## src/shared/agi_regs.svh

```systemverilog
// Timing counts and the fixed stack pointer register number for the address interlock stall logic.
// Assumes the core numbers its eight integer registers with the stack pointer at 4.
`ifndef AGI_REGS_SVH
`define AGI_REGS_SVH
`define AGI_STALL_CYCLES 5'h01
`define MISALIGN_CYCLES  5'h03
`define PREFIX_CYCLES    5'h01
`define SP_REG_NUM       3'h4
`define CNT_RESET        5'h00
`define HIST_DEPTH       3
`endif

```

## src/shared/agi_pkg.sv

```systemverilog
// Types shared by the address interlock stall logic.
// Assumes nothing beyond a SystemVerilog tool.
package agi_pkg;
    typedef enum logic [1:0] {
        SIZE_1 = 2'h0,
        SIZE_2 = 2'h1,
        SIZE_4 = 2'h2,
        SIZE_8 = 2'h3
    } access_size_e;
    typedef enum logic [1:0] {
        ST_CHECK = 2'b01,
        ST_WAIT  = 2'b10
    } stall_state_e;
    typedef logic [2:0] reg_num_t;
    typedef logic [4:0] cycle_count_t;
endpackage : agi_pkg

```

## src/verilog/address_generation_interlock.sv

```systemverilog
// Decode-stage stall logic: address interlocks, misalignment and prefix clocks.
// Assumes decode holds its descriptor stable until dec_accept, and execute reports per slot.
`timescale 1ns/1ps
`include "agi_regs.svh"

module address_generation_interlock #(
    parameter int HIST_DEPTH = `HIST_DEPTH
) (
    // Clock and reset.
    input  wire logic                  clk,
    input  wire logic                  reset_n,
    input  wire logic                  clk_en,
    // Instruction at decode.
    input  wire logic                  dec_valid,
    input  wire logic                  dec_base_used,
    input  wire agi_pkg::reg_num_t     dec_base_reg,
    input  wire logic                  dec_index_used,
    input  wire agi_pkg::reg_num_t     dec_index_reg,
    input  wire logic                  dec_sp_implicit,
    input  wire logic                  dec_dest_used,
    input  wire agi_pkg::reg_num_t     dec_dest_reg,
    input  wire logic                  dec_sp_implicit_write,
    input  wire logic                  dec_mem,
    input  wire agi_pkg::access_size_e dec_size,
    input  wire logic [2:0]            dec_addr_low,
    input  wire logic [2:0]            dec_prefix_count,
    input  wire logic                  dec_escape,
    input  wire logic                  dec_near_jcc,
    // Execute-stage completion, one bit per history slot.
    input  wire logic [HIST_DEPTH-1:0] exec_done_mask,
    // Handshake towards decode.
    output logic                       dec_accept,
    output logic                       dec_hold,
    // Status.
    output logic                       interlock_reg,
    output logic                       misalign_reg,
    output agi_pkg::cycle_count_t      extra_cycles_reg,
    output logic [HIST_DEPTH-1:0]      pend_valid_reg
);

    // ==========================================================================
    // Helper functions

    // Sub-register writes stall like full writes
    // Register number only: a sub-register write is a write to the whole register.
    function automatic logic uses_reg(input logic b_used, input agi_pkg::reg_num_t b_reg,
                                      input logic i_used, input agi_pkg::reg_num_t i_reg,
                                      input logic sp_imp, input agi_pkg::reg_num_t dest);
        uses_reg = (b_used && b_reg == dest) || (i_used && i_reg == dest) ||
                   (sp_imp && dest == `SP_REG_NUM);
    endfunction : uses_reg

    function automatic logic is_misaligned(input agi_pkg::access_size_e size, input logic [2:0] addr);
        logic mis;
        mis = 1'b0;
        unique case (size)
            agi_pkg::SIZE_1: mis = 1'b0;
            agi_pkg::SIZE_2: mis = (addr[1:0] == 2'h3);
            agi_pkg::SIZE_4: mis = (addr[1:0] != 2'h0);
            agi_pkg::SIZE_8: mis = (addr != 3'h0);
        endcase
        is_misaligned = mis;
    endfunction : is_misaligned

    // ==========================================================================
    // Interlock detection

    agi_pkg::reg_num_t     pend_dest_reg [HIST_DEPTH];
    agi_pkg::stall_state_e state_reg;
    agi_pkg::cycle_count_t wait_cnt_reg;
    logic                  agi_hit;
    logic                  mis_now;
    logic                  record_dest;
    agi_pkg::cycle_count_t prefix_cycles;
    agi_pkg::cycle_count_t extra_now;

    always_comb begin
        agi_hit = 1'b0;
        for (int i = 0; i < HIST_DEPTH; i++) begin
            if (pend_valid_reg[i] && uses_reg(dec_base_used, dec_base_reg, dec_index_used, dec_index_reg,
                                              dec_sp_implicit, pend_dest_reg[i])) begin
                agi_hit = 1'b1;
            end
        end
    end

    assign record_dest = dec_dest_used && !(dec_sp_implicit_write && dec_dest_reg == `SP_REG_NUM);

    assign mis_now = dec_mem && is_misaligned(dec_size, dec_addr_low);

    assign prefix_cycles = agi_pkg::cycle_count_t'(dec_prefix_count) +
                           ((dec_escape && !dec_near_jcc) ? `PREFIX_CYCLES : `CNT_RESET);

    assign extra_now = (agi_hit ? `AGI_STALL_CYCLES : `CNT_RESET) + prefix_cycles +
                       (mis_now ? `MISALIGN_CYCLES : `CNT_RESET);

    // ==========================================================================
    // Hold sequencing

    always_comb begin
        dec_accept = 1'b0;
        if (dec_valid && clk_en) begin
            unique case (state_reg)
                agi_pkg::ST_CHECK: dec_accept = (extra_now == `CNT_RESET);
                agi_pkg::ST_WAIT:  dec_accept = (wait_cnt_reg == `CNT_RESET);
                default:           dec_accept = 1'b0;
            endcase
        end
    end

    assign dec_hold = dec_valid && !dec_accept;

    // The descriptor is costed once on arrival; the wait state only counts down, so the
    // penalty cannot be charged twice while decode holds the same instruction.
    always_ff @(posedge clk or negedge reset_n) begin
        if (!reset_n) begin
            state_reg    <= agi_pkg::ST_CHECK;
            wait_cnt_reg <= `CNT_RESET;
        end else if (clk_en) begin
            unique case (state_reg)
                agi_pkg::ST_CHECK: begin
                    if (dec_valid && extra_now != `CNT_RESET) begin
                        state_reg    <= agi_pkg::ST_WAIT;
                        wait_cnt_reg <= extra_now - 5'h01;
                    end
                end
                agi_pkg::ST_WAIT: begin
                    if (wait_cnt_reg == `CNT_RESET) begin
                        state_reg <= agi_pkg::ST_CHECK;
                    end else begin
                        wait_cnt_reg <= wait_cnt_reg - 5'h01;
                    end
                end
                default: begin
                    state_reg    <= agi_pkg::ST_CHECK;
                    wait_cnt_reg <= `CNT_RESET;
                end
            endcase
        end
    end

    // ==========================================================================
    // In-flight history

    always_ff @(posedge clk or negedge reset_n) begin
        if (!reset_n) begin
            pend_valid_reg <= '0;
            for (int i = 0; i < HIST_DEPTH; i++) begin
                pend_dest_reg[i] <= 3'h0;
            end
        end else if (clk_en) begin
            pend_valid_reg[0] <= dec_accept && record_dest;
            pend_dest_reg[0]  <= dec_dest_reg;
            for (int i = 1; i < HIST_DEPTH; i++) begin
                pend_valid_reg[i] <= pend_valid_reg[i-1] && !exec_done_mask[i-1];
                pend_dest_reg[i]  <= pend_dest_reg[i-1];
            end
        end
    end

    // ==========================================================================
    // Status

    always_ff @(posedge clk or negedge reset_n) begin
        if (!reset_n) begin
            interlock_reg    <= 1'b0;
            misalign_reg     <= 1'b0;
            extra_cycles_reg <= `CNT_RESET;
        end else if (clk_en) begin
            interlock_reg <= dec_valid && state_reg == agi_pkg::ST_CHECK && agi_hit;
            if (dec_valid && state_reg == agi_pkg::ST_CHECK) begin
                misalign_reg     <= mis_now;
                extra_cycles_reg <= extra_now;
            end
        end
    end

    logic fresh;
    assign fresh = dec_valid && state_reg == agi_pkg::ST_CHECK;
endmodule : address_generation_interlock

```

## config.mk

```make
export PLATFORM = sky130hd
export DESIGN_NAME = address_generation_interlock
export DESIGN_NICKNAME = d
export VERILOG_FILES = /design/src/shared/agi_pkg.sv /design/src/verilog/address_generation_interlock.sv
export VERILOG_INCLUDE_DIRS = /design/src /design/src/shared
export SDC_FILE = /design/constraint.sdc
export NUM_CORES = 1
export LEC_CHECK = 0
export BUFFER_PORTS_ARGS = -buffer_cell sky130_fd_sc_hd__buf_4
export CAP_MARGIN = 10
export CORE_MARGIN = 1.5
export CORE_UTILIZATION = 52
export DETAILED_ROUTE_END_ITERATION = 8
export PLACE_DENSITY_LB_ADDON = 0.12
export SYNTH_ARGS = -nofsm -noshare
export SYNTH_HDL_FRONTEND = slang
export SYNTH_SLANG_ARGS = --single-unit
```

## constraint.sdc

```tcl
create_clock -name clk -period 4.35 [get_ports clk]
set_input_delay 0.435 -clock clk [delete_from_list [all_inputs] [get_ports clk]]
set_output_delay 0.435 -clock clk [all_outputs]
set_load 0.01 [all_outputs]
```

==> PnR_summary.wiki, run 1 <==
{| class="wikitable"
! Metric !! Value
|-
| Most repeated cell in the gate-level netlist after synthesis || sky130_fd_sc_hd__dfrtp_1
|-
| Top cells by area, synth || sky130_fd_sc_hd__dfrtp_1, sky130_fd_sc_hd__xnor2_1, sky130_fd_sc_hd__mux2_2, sky130_fd_sc_hd__ha_1, sky130_fd_sc_hd__inv_1
|-
| Endpoint of the worst hold path || pend_valid_reg[2]
|-
| Hold Fails Final Rpt || 0
|-
| Std-Cell Core Area || 3028 µm²
|-
| HPWL after DPL || 2704 µm
|-
| Data arrival time of the worst path || 3.91 ns
|-
| Area delta synth->final || 33.66%
|-
| Final Critical Period || 4.346 ns
|-
| Residual DRC count || 0
|-
| Async set or reset register ratio after synthesis || 100.0%
|-
| Nature of the critical path endpoint || output port
|-
| Number of enable-type register cells in the synthesized netlist || 0
|-
| Pwr/cell area || 414.1 nW/µm²
|-
| Antenna violation net count after detailed routing || 0
|-
| Iteration-0 DRC Markers || 29
|-
| Flip-flop count of the largest register, all copies and words added || 9
|-
| Worst min path class || in -> reg
|-
| Clock insertion delay at the later pin of the skew report || 0.32 ns
|-
| Total count of max-transition violations in the final report || 0
|-
| Source of the critical timing path || pend_dest_reg[2]
|-
| Net switching power of the design || 0.3428 mW
|-
| Post-synth top area share || 36.47%
|-
| Pleak || 0.9940 nW
|-
| Number of clock buffers inserted by TritonCTS || 3
|-
| Clock network power share || 11.8%
|-
| Maximum achievable frequency || 230.1 MHz
|-
| FF-to-FF path depth || 16
|-
| Crit Path Category || reg -> out
|-
| # IOs || 44
|-
| Iteration count of the initial detailed-routing pass || 4
|-
| Antenna Diode Count || 0
|-
| Filler instances || 224
|-
| Total number of vias || 1402
|-
| Post-synth top area cell || sky130_fd_sc_hd__dfrtp_1
|-
| Number of instances on the worst hold path || 2
|-
| Pre-CTS setup slack || 0.1588 ns
|-
| Smallest setup slack after layout || 0.004255 ns
|-
| Die Ht || 59.27 µm
|-
| Run status || complete, no violations
|-
| Gate count of the mapped netlist || 163
|-
| Reg-to-reg endpoint || wait_cnt_reg[1]
|-
| Average detailed-routed wire length per instance || 14.27 µm
|-
| Worst R2R Setup Slack || 0.64 ns
|-
| Seq pwr share || 38.0%
|-
| Skew final || 0.003913 ns
|-
| Final critical-path share of the clock period || 99.90%
|-
| Wire length of the first global-routing pass || 5968 µm
|-
| Clock Tree Buf Depth || 2
|-
| Proportion of layout cells with a drive suffix above 1 || 42.79%
|-
| Number of antenna violations at the first check in global routing || 0
|-
| Vias per cell || 5.413
|-
| Nets || 257
|-
| Net count after synthesis || 204
|-
| Final worst hold slack || 0.2738 ns
|-
| Port-buffer cells || 41
|-
| Required arrival time at the worst endpoint || 3.91 ns
|-
| Clock tree from TritonCTS || built
|-
| Sink Count || 25
|-
| Clk pin slew, worst setup/hold paths || 0.14 ns
|-
| Vias in the first global route || 1379
|-
| Avg Cell Area, Syn || 10.10 µm²
|-
| Startpoint of the most critical register-to-register path || pend_dest_reg[2]
|-
| Width of the die || 59.27 µm
|-
| # setup viols final || 0
|-
| Total congestion overflow after global routing || 0
|-
| Root buffer cell || sky130_fd_sc_hd__clkbuf_4
|-
| Maximum number of pins on one net before global-route repair || 26
|-
| Cell Area, Synth || 1647 µm²
|-
| Unrepaired setup endpoints after global routing || true
|-
| Number of standard-cell rows in the floorplan || 20
|-
| Category of the worst setup path launch point || register
|-
| Global-route usage over all layers || 21.94%
|-
| Post-synth cell types || 41
|-
| Placer congestion estimate || 0.8776
|-
| Fraction of power spent switching nets || 37.61%
|-
| End-of-flow core utilization || 72.69%
|-
| TNS Setup || 0 ns
|-
| Leading post-synthesis cells by instance count || sky130_fd_sc_hd__dfrtp_1, sky130_fd_sc_hd__xnor2_1, sky130_fd_sc_hd__inv_1
|-
| Post-synthesis sequential area ratio || 38.07%
|-
| Design Power || 0.9113 mW
|-
| Crit Path Max Fanout || 4
|-
| H-tree levels || 1
|-
| Number of synthesized register bits || 25
|-
| Maximum Capacitance Violations || 0
|-
| Initial Util || 54.38%
|-
| Worst Hold Launch || exec_done_mask[1]
|-
| Total wire length after detailed routing || 3696 µm
|-
| Peak supply drop || 0.0002954 V
|-
| Internal power contribution || 0.5685 mW
|-
| Synthesis Warnings || 0
|-
| Primary flip-flop cell chosen by synthesis mapping || sky130_fd_sc_hd__dfrtp_1
|-
| Die ar. || 3513 µm²
|-
| Combinational fraction of design power || 50.2%
|}
worst max path at each step:
stage,depth (start not counted),to,slack [ns]
floorplan,14,dec_hold,0.47
global placement,17,dec_hold,0.15
detailed placement,17,dec_hold,0.16
CTS,16,dec_hold,-0.1
global route,15,dec_hold,-0.13
finish,15,dec_hold,0.004
layout by cell type (no fill, tap or decap), types with 2 or more instances in the layout:
master | Yosys | routed
sky130_fd_sc_hd__a211o_1 | 2 | 2
sky130_fd_sc_hd__a211oi_1 | 2 | 2
sky130_fd_sc_hd__a21o_1 | 3 | 3
sky130_fd_sc_hd__a21oi_1 | 5 | 4
sky130_fd_sc_hd__a31o_2 | 2 | 2
sky130_fd_sc_hd__a31oi_1 | 2 | 2
sky130_fd_sc_hd__buf_4 | 1 | 49
sky130_fd_sc_hd__buf_6 | 0 | 2
sky130_fd_sc_hd__clkbuf_4 | 0 | 3
sky130_fd_sc_hd__dfrtp_1 | 24 | 18
sky130_fd_sc_hd__dfrtp_2 | 0 | 6
sky130_fd_sc_hd__ha_1 | 7 | 6
sky130_fd_sc_hd__inv_1 | 17 | 16
sky130_fd_sc_hd__mux2_2 | 13 | 13
sky130_fd_sc_hd__mux2i_1 | 4 | 4
sky130_fd_sc_hd__nand2_1 | 9 | 9
sky130_fd_sc_hd__nand2b_1 | 3 | 3
sky130_fd_sc_hd__nand3_1 | 3 | 3
sky130_fd_sc_hd__nand3b_1 | 2 | 2
sky130_fd_sc_hd__nand4_1 | 5 | 5
sky130_fd_sc_hd__nor2_1 | 5 | 5
sky130_fd_sc_hd__o21ai_0 | 6 | 6
sky130_fd_sc_hd__o22ai_1 | 5 | 5
sky130_fd_sc_hd__xnor2_1 | 20 | 14
sky130_fd_sc_hd__xnor2_2 | 0 | 6
metrics by stage:
stage / cell area (µm²) / cells
2_1_floorplan: 1647 / 163
3_3_place_gp: 2019 / 248
3_5_place_dp: 2019 / 248
4_1_cts: 2142 / 259
5_1_grt: 2201 / 259
6_report: 2201 / 259
worst max-delay path, stage by stage, from the launching register on:
cell and delay [ns]:
sky130_fd_sc_hd__dfrtp_1 0.45, sky130_fd_sc_hd__nor4bb_1 0.43, sky130_fd_sc_hd__a41oi_2 0.09, sky130_fd_sc_hd__a21oi_2 0.17, sky130_fd_sc_hd__nor3_2 0.07, sky130_fd_sc_hd__fa_1 0.47, sky130_fd_sc_hd__inv_1 0.07, sky130_fd_sc_hd__ha_2 0.18
sky130_fd_sc_hd__inv_2 0.04, sky130_fd_sc_hd__fa_2 0.53, sky130_fd_sc_hd__nand3b_1 0.12, sky130_fd_sc_hd__a2111oi_4 0.24, sky130_fd_sc_hd__a21oi_1 0.07, sky130_fd_sc_hd__or3_4 0.40, sky130_fd_sc_hd__and2_4 0.15, sky130_fd_sc_hd__buf_6 0.11
power by group through the flow:
stage          logic, mW  clock network, mW  registers, mW
6_report           0.458              0.107          0.347
5_1_grt            0.507              0.119          0.354
4_1_cts            0.443              0.111          0.344
3_5_place_dp       0.417                  0          0.351
3_3_place_gp       0.401                  0          0.348
2_1_floorplan      0.276                  0          0.349
cells by family (layout without fill, tap and decap cells):
family | after synthesis | count (layout) | share of synthesized area (%)
xor+xnor | 20 | 20 | 10.64
compound gates | 35 | 35 | 14.74
fa+ha+maj | 9 | 9 | 7.751
simple gates | 35 | 35 | 12.16
buf+inv | 21 | 73 | 5.091
mux | 17 | 17 | 11.32
flops | 25 | 25 | 38.07
other cells | 1 | 1 | 0.2277
final cells by class:
class	instances	area [µm²]	area share, %
Inverter	17	63.81	2.899
Timing Repair Buffer	52	400.4	18.19
Multi-Input combinational cell	117	1021	46.39
Sequential cell	25	634.4	28.82
Clock buffer	4	26.28	1.194
Tap cell	44	55.05	2.501
timing repair:
item                                    4_1_cts  5_1_grt
setup buffers                                 6        1
hold endpoints to repair                     24        0
endpoints found under the setup margin        2        2
resized for setup                            12       10
pin swaps                                    14       10
hold buffers                                  1        0
layer usage:
metal | up-vias | part of all wire [%] | wire length, µm | track usage, %
met1 | 667 | 46 | 1701 | 30.96
met2 | 46 | 49 | 1801 | 35.48
met5 | - | 0 | 0 | 0
li1 | 685 | - | - | -
met3 | 4 | 4.6 | 169 | 2.183
met4 | 0 | 0.62 | 23 | 6.818
No activity file was read; power rests on OpenSTA's default activity.
==> inputs of run 2 (changes only) <==
==> constraint.sdc (replaced) <==
create_clock -name clk -period 4 [get_ports clk]
set_input_delay 0.4 -clock clk [delete_from_list [all_inputs] [get_ports clk]]
set_output_delay 0.4 -clock clk [all_outputs]
set_load 0.01 [all_outputs]
==> PnR_summary.wiki, run 2 (synthesis results as in run 1) <==
{| class="wikitable"
! Metric !! Value
|-
| Std-Cell Core Area || 3028 µm² (unchanged)
|-
| Root buffer cell || sky130_fd_sc_hd__clkbuf_4
|-
| Sink Count || 25 (unchanged)
|-
| Clock tree from TritonCTS || built
|-
| Standard cell with the maximum stage delay on the critical path || sky130_fd_sc_hd__fa_2
|-
| Maximum number of pins on one net before global-route repair || 26 (unchanged)
|-
| # setup viols final || 2 (+2)
|-
| Iteration count of the initial detailed-routing pass || 4 (unchanged)
|-
| Worst Hold Launch || exec_done_mask[1]
|-
| Clock Tree Buf Depth || 2 (unchanged)
|-
| Initial Util || 54.38% (unchanged)
|-
| Number of standard-cell rows in the floorplan || 20 (unchanged)
|-
| Required arrival time at the worst endpoint || 3.60 ns (-0.31 ns)
|-
| Proportion of layout cells with a drive suffix above 1 || 43.52% (+0.73 points)
|-
| Pwr/cell area || 440.3 nW/µm² (+6.3%)
|-
| Crit Path Category || reg -> out
|-
| Cell-by-cell trace of the critical path || nor4bb_2 > a41oi_2 > a21oi_2 > nor3_4 > fa_1 > inv_2 > ha_4 > inv_2 > fa_2 > nand3b_1 > a2111oi_4 > a21oi_1 > or3_4 > and2_4 > buf_6
|-
| Hold Fails Final Rpt || 0 (unchanged)
|-
| Startpoint of the most critical register-to-register path || pend_dest_reg[0]
|-
| Total count of max-transition violations in the final report || 0 (unchanged)
|-
| Die Ht || 59.27 µm (unchanged)
|-
| Clock insertion delay at the later pin of the skew report || 0.31 ns (about the same)
|-
| Final worst hold slack || 0.2648 ns (-0.008997 ns)
|-
| Flip-flop count of the largest register, all copies and words added || 9 (unchanged)
|-
| Total congestion overflow after global routing || 0 (unchanged)
|-
| Iteration-0 DRC Markers || 60 (+110%)
|-
| Global-route usage over all layers || 20.84% (-1.1 points)
|-
| Die ar. || 3513 µm² (unchanged)
|-
| Nature of the critical path endpoint || output port
|-
| # IOs || 44 (unchanged)
|-
| Clk pin slew, worst setup/hold paths || 0.13 ns (about the same)
|-
| Final Critical Period || 4.231 ns
|-
| Run status || complete, but fails checks
|-
| Antenna Diode Count || 0 (unchanged)
|-
| Most numerous cell on the critical path || sky130_fd_sc_hd__inv_2
|-
| Port-buffer cells || 41 (unchanged)
|-
| Unrepaired setup endpoints after global routing || true
|-
| Failing checks || negative setup slack
|-
| Pleak || 0.9947 nW (about the same)
|-
| Skew final || 0.004270 ns (+0.0003571 ns)
|-
| Wire length of the first global-routing pass || 5651 µm (-5.3%)
|-
| Nets || 258 (+0.39%)
|-
| Width of the die || 59.27 µm (unchanged)
|-
| Vias per cell || 5.373 (-0.74%)
|-
| Endpoint of the worst hold path || pend_valid_reg[2]
|-
| Maximum Capacitance Violations || 0 (unchanged)
|-
| Top cell family by delay on the critical path || adder cells
|-
| Most frequent standard cell in the layout excluding fill and tap cells || sky130_fd_sc_hd__buf_4
|-
| Crit Path Max Fanout || 4 (unchanged)
|-
| Peak supply drop || 0.0003036 V (+2.8%)
|-
| Category of the worst setup path launch point || register
|-
| Residual DRC count || 0 (unchanged)
|-
| Pre-CTS setup slack || -0.1478 ns (-0.3066 ns)
|-
| FF-to-FF path depth || 17 (+1)
|-
| Data arrival time of the worst path || 3.83 ns (-0.08 ns)
|-
| Reg-to-reg endpoint || wait_cnt_reg[1]
|-
| Worst min path class || in -> reg
|-
| HPWL after DPL || 2740 µm (+1.3%)
|-
| Area delta synth->final || 36.17%
|-
| Number of instances on the worst hold path || 2 (unchanged)
|-
| Smallest setup slack after layout || -0.2309 ns (-0.2352 ns)
|-
| Average detailed-routed wire length per instance || 13.78 µm (-3.4%)
|-
| Total wire length after detailed routing || 3583 µm (-3.1%)
|-
| Number of clock buffers inserted by TritonCTS || 3 (unchanged)
|-
| Vias in the first global route || 1289 (-6.5%)
|-
| Critical path buffers and inverters || 3 (unchanged)
|-
| Placer congestion estimate || 0.8516 (-3.0%)
|-
| Worst path max stage delay || 0.57 ns (+0.04 ns)
|-
| Maximum achievable frequency || 236.4 MHz
|-
| Number of antenna violations at the first check in global routing || 0 (unchanged)
|-
| Final critical-path share of the clock period || 105.8%
|-
| Total number of vias || 1397 (-0.36%)
|-
| Worst R2R Setup Slack || 0.20 ns (-0.44 ns)
|-
| Commonest cells after routing, fill and taps aside || sky130_fd_sc_hd__buf_4, sky130_fd_sc_hd__dfrtp_1, sky130_fd_sc_hd__xnor2_1
|-
| H-tree levels || 1 (unchanged)
|-
| TNS Setup || -0.3595 ns (-0.3595 ns)
|-
| Antenna violation net count after detailed routing || 0 (unchanged)
|}
run 2: cell types whose count changed in the layout (fill, tap and decap cells not counted), moves of 2 or more:
cell,change
sky130_fd_sc_hd__dfrtp_1,+3
sky130_fd_sc_hd__dfrtp_2,-3
sky130_fd_sc_hd__inv_1,-2
sky130_fd_sc_hd__inv_2,+2
sky130_fd_sc_hd__xnor2_1,+2
sky130_fd_sc_hd__xnor2_2,-2
run 2: metrics by stage:
stage,util [%],area [µm²],power [mW],cells
floorplan,-,1647,0.6794,163
global placement,68.18,2064,0.8258,254
detailed placement,68.18,2064,0.8467,254
CTS,71.28,2158,0.9727,259
global route,74.05,2242,1.060,260
finish,74.05,2242,0.9872,260
run 2: report_power, final:
| part | switching, mW | total, mW | internal (mW) |
|---|---|---|---|
| Combinational | 0.244 | 0.500 | 0.256 |
| Clock | 0.0717 | 0.111 | 0.0389 |
| Sequential | 0.0521 | 0.376 | 0.324 |
| Total | 0.368 | 0.987 | 0.619 |
run 2: routing by layer:
| layer | global-route usage [%] | vias up | share of wire, % |
|---|---|---|---|
| met5 | 0 | - | 0 |
| met4 | 5.195 | 0 | 0.56 |
| met3 | 2.402 | 2 | 4.4 |
| met2 | 32.65 | 38 | 47 |
| met1 | 30.68 | 666 | 48 |
| li1 | - | 691 | - |
run 2: worst max-delay path by stage:
stage | startpoint | endpoint | slack, ns | cells after the start
2_1_floorplan | pend_dest_reg[1] | dec_hold | 0.17 | 14
3_3_place_gp | dec_base_reg[0] | dec_hold | -0.14 | 17
3_5_place_dp | dec_base_reg[0] | dec_hold | -0.15 | 17
4_1_cts | pend_dest_reg[4] | dec_hold | -0.37 | 15
5_1_grt | pend_dest_reg[2] | dec_hold | -0.39 | 15
6_report | pend_dest_reg[0] | dec_hold | -0.23 | 15
run 2: area by class of cell:
| cell class | instances | area (µm²) |
|---|---|---|
| multi-input cells | 117 | 1055 |
| repair buffers | 53 | 411.6 |
| flip-flops and latches | 25 | 630.6 |
| inverters | 17 | 63.81 |
| fillers | 200 | 785.8 |
| well taps | 44 | 55.05 |
| clock buffers | 4 | 26.28 |
run 2: worst register-to-register path: stages (launching register included):
cell                        delay [ns]
sky130_fd_sc_hd__dfrtp_2          0.47
sky130_fd_sc_hd__nor4bb_2         0.35
sky130_fd_sc_hd__a41oi_2          0.08
sky130_fd_sc_hd__a21oi_2          0.22
sky130_fd_sc_hd__nor3_4           0.07
sky130_fd_sc_hd__fa_1             0.49
sky130_fd_sc_hd__inv_2            0.08
sky130_fd_sc_hd__ha_4             0.13
sky130_fd_sc_hd__inv_2            0.04
sky130_fd_sc_hd__fa_2             0.40
sky130_fd_sc_hd__xnor2_2          0.25
sky130_fd_sc_hd__a2111oi_4        0.08
sky130_fd_sc_hd__buf_4            0.15
sky130_fd_sc_hd__buf_4            0.12
sky130_fd_sc_hd__buf_4            0.14
sky130_fd_sc_hd__a211oi_1         0.16
sky130_fd_sc_hd__buf_4            0.17
sky130_fd_sc_hd__mux2_2           0.32
run 2: what timing repair did:
action                                  CTS  global route
hold buffers                              1             0
hold endpoints to repair                 24             0
endpoints found under the setup margin    2             2
buffers inserted                          1             1
gates resized for setup                  11            16
pin swaps                                12             4
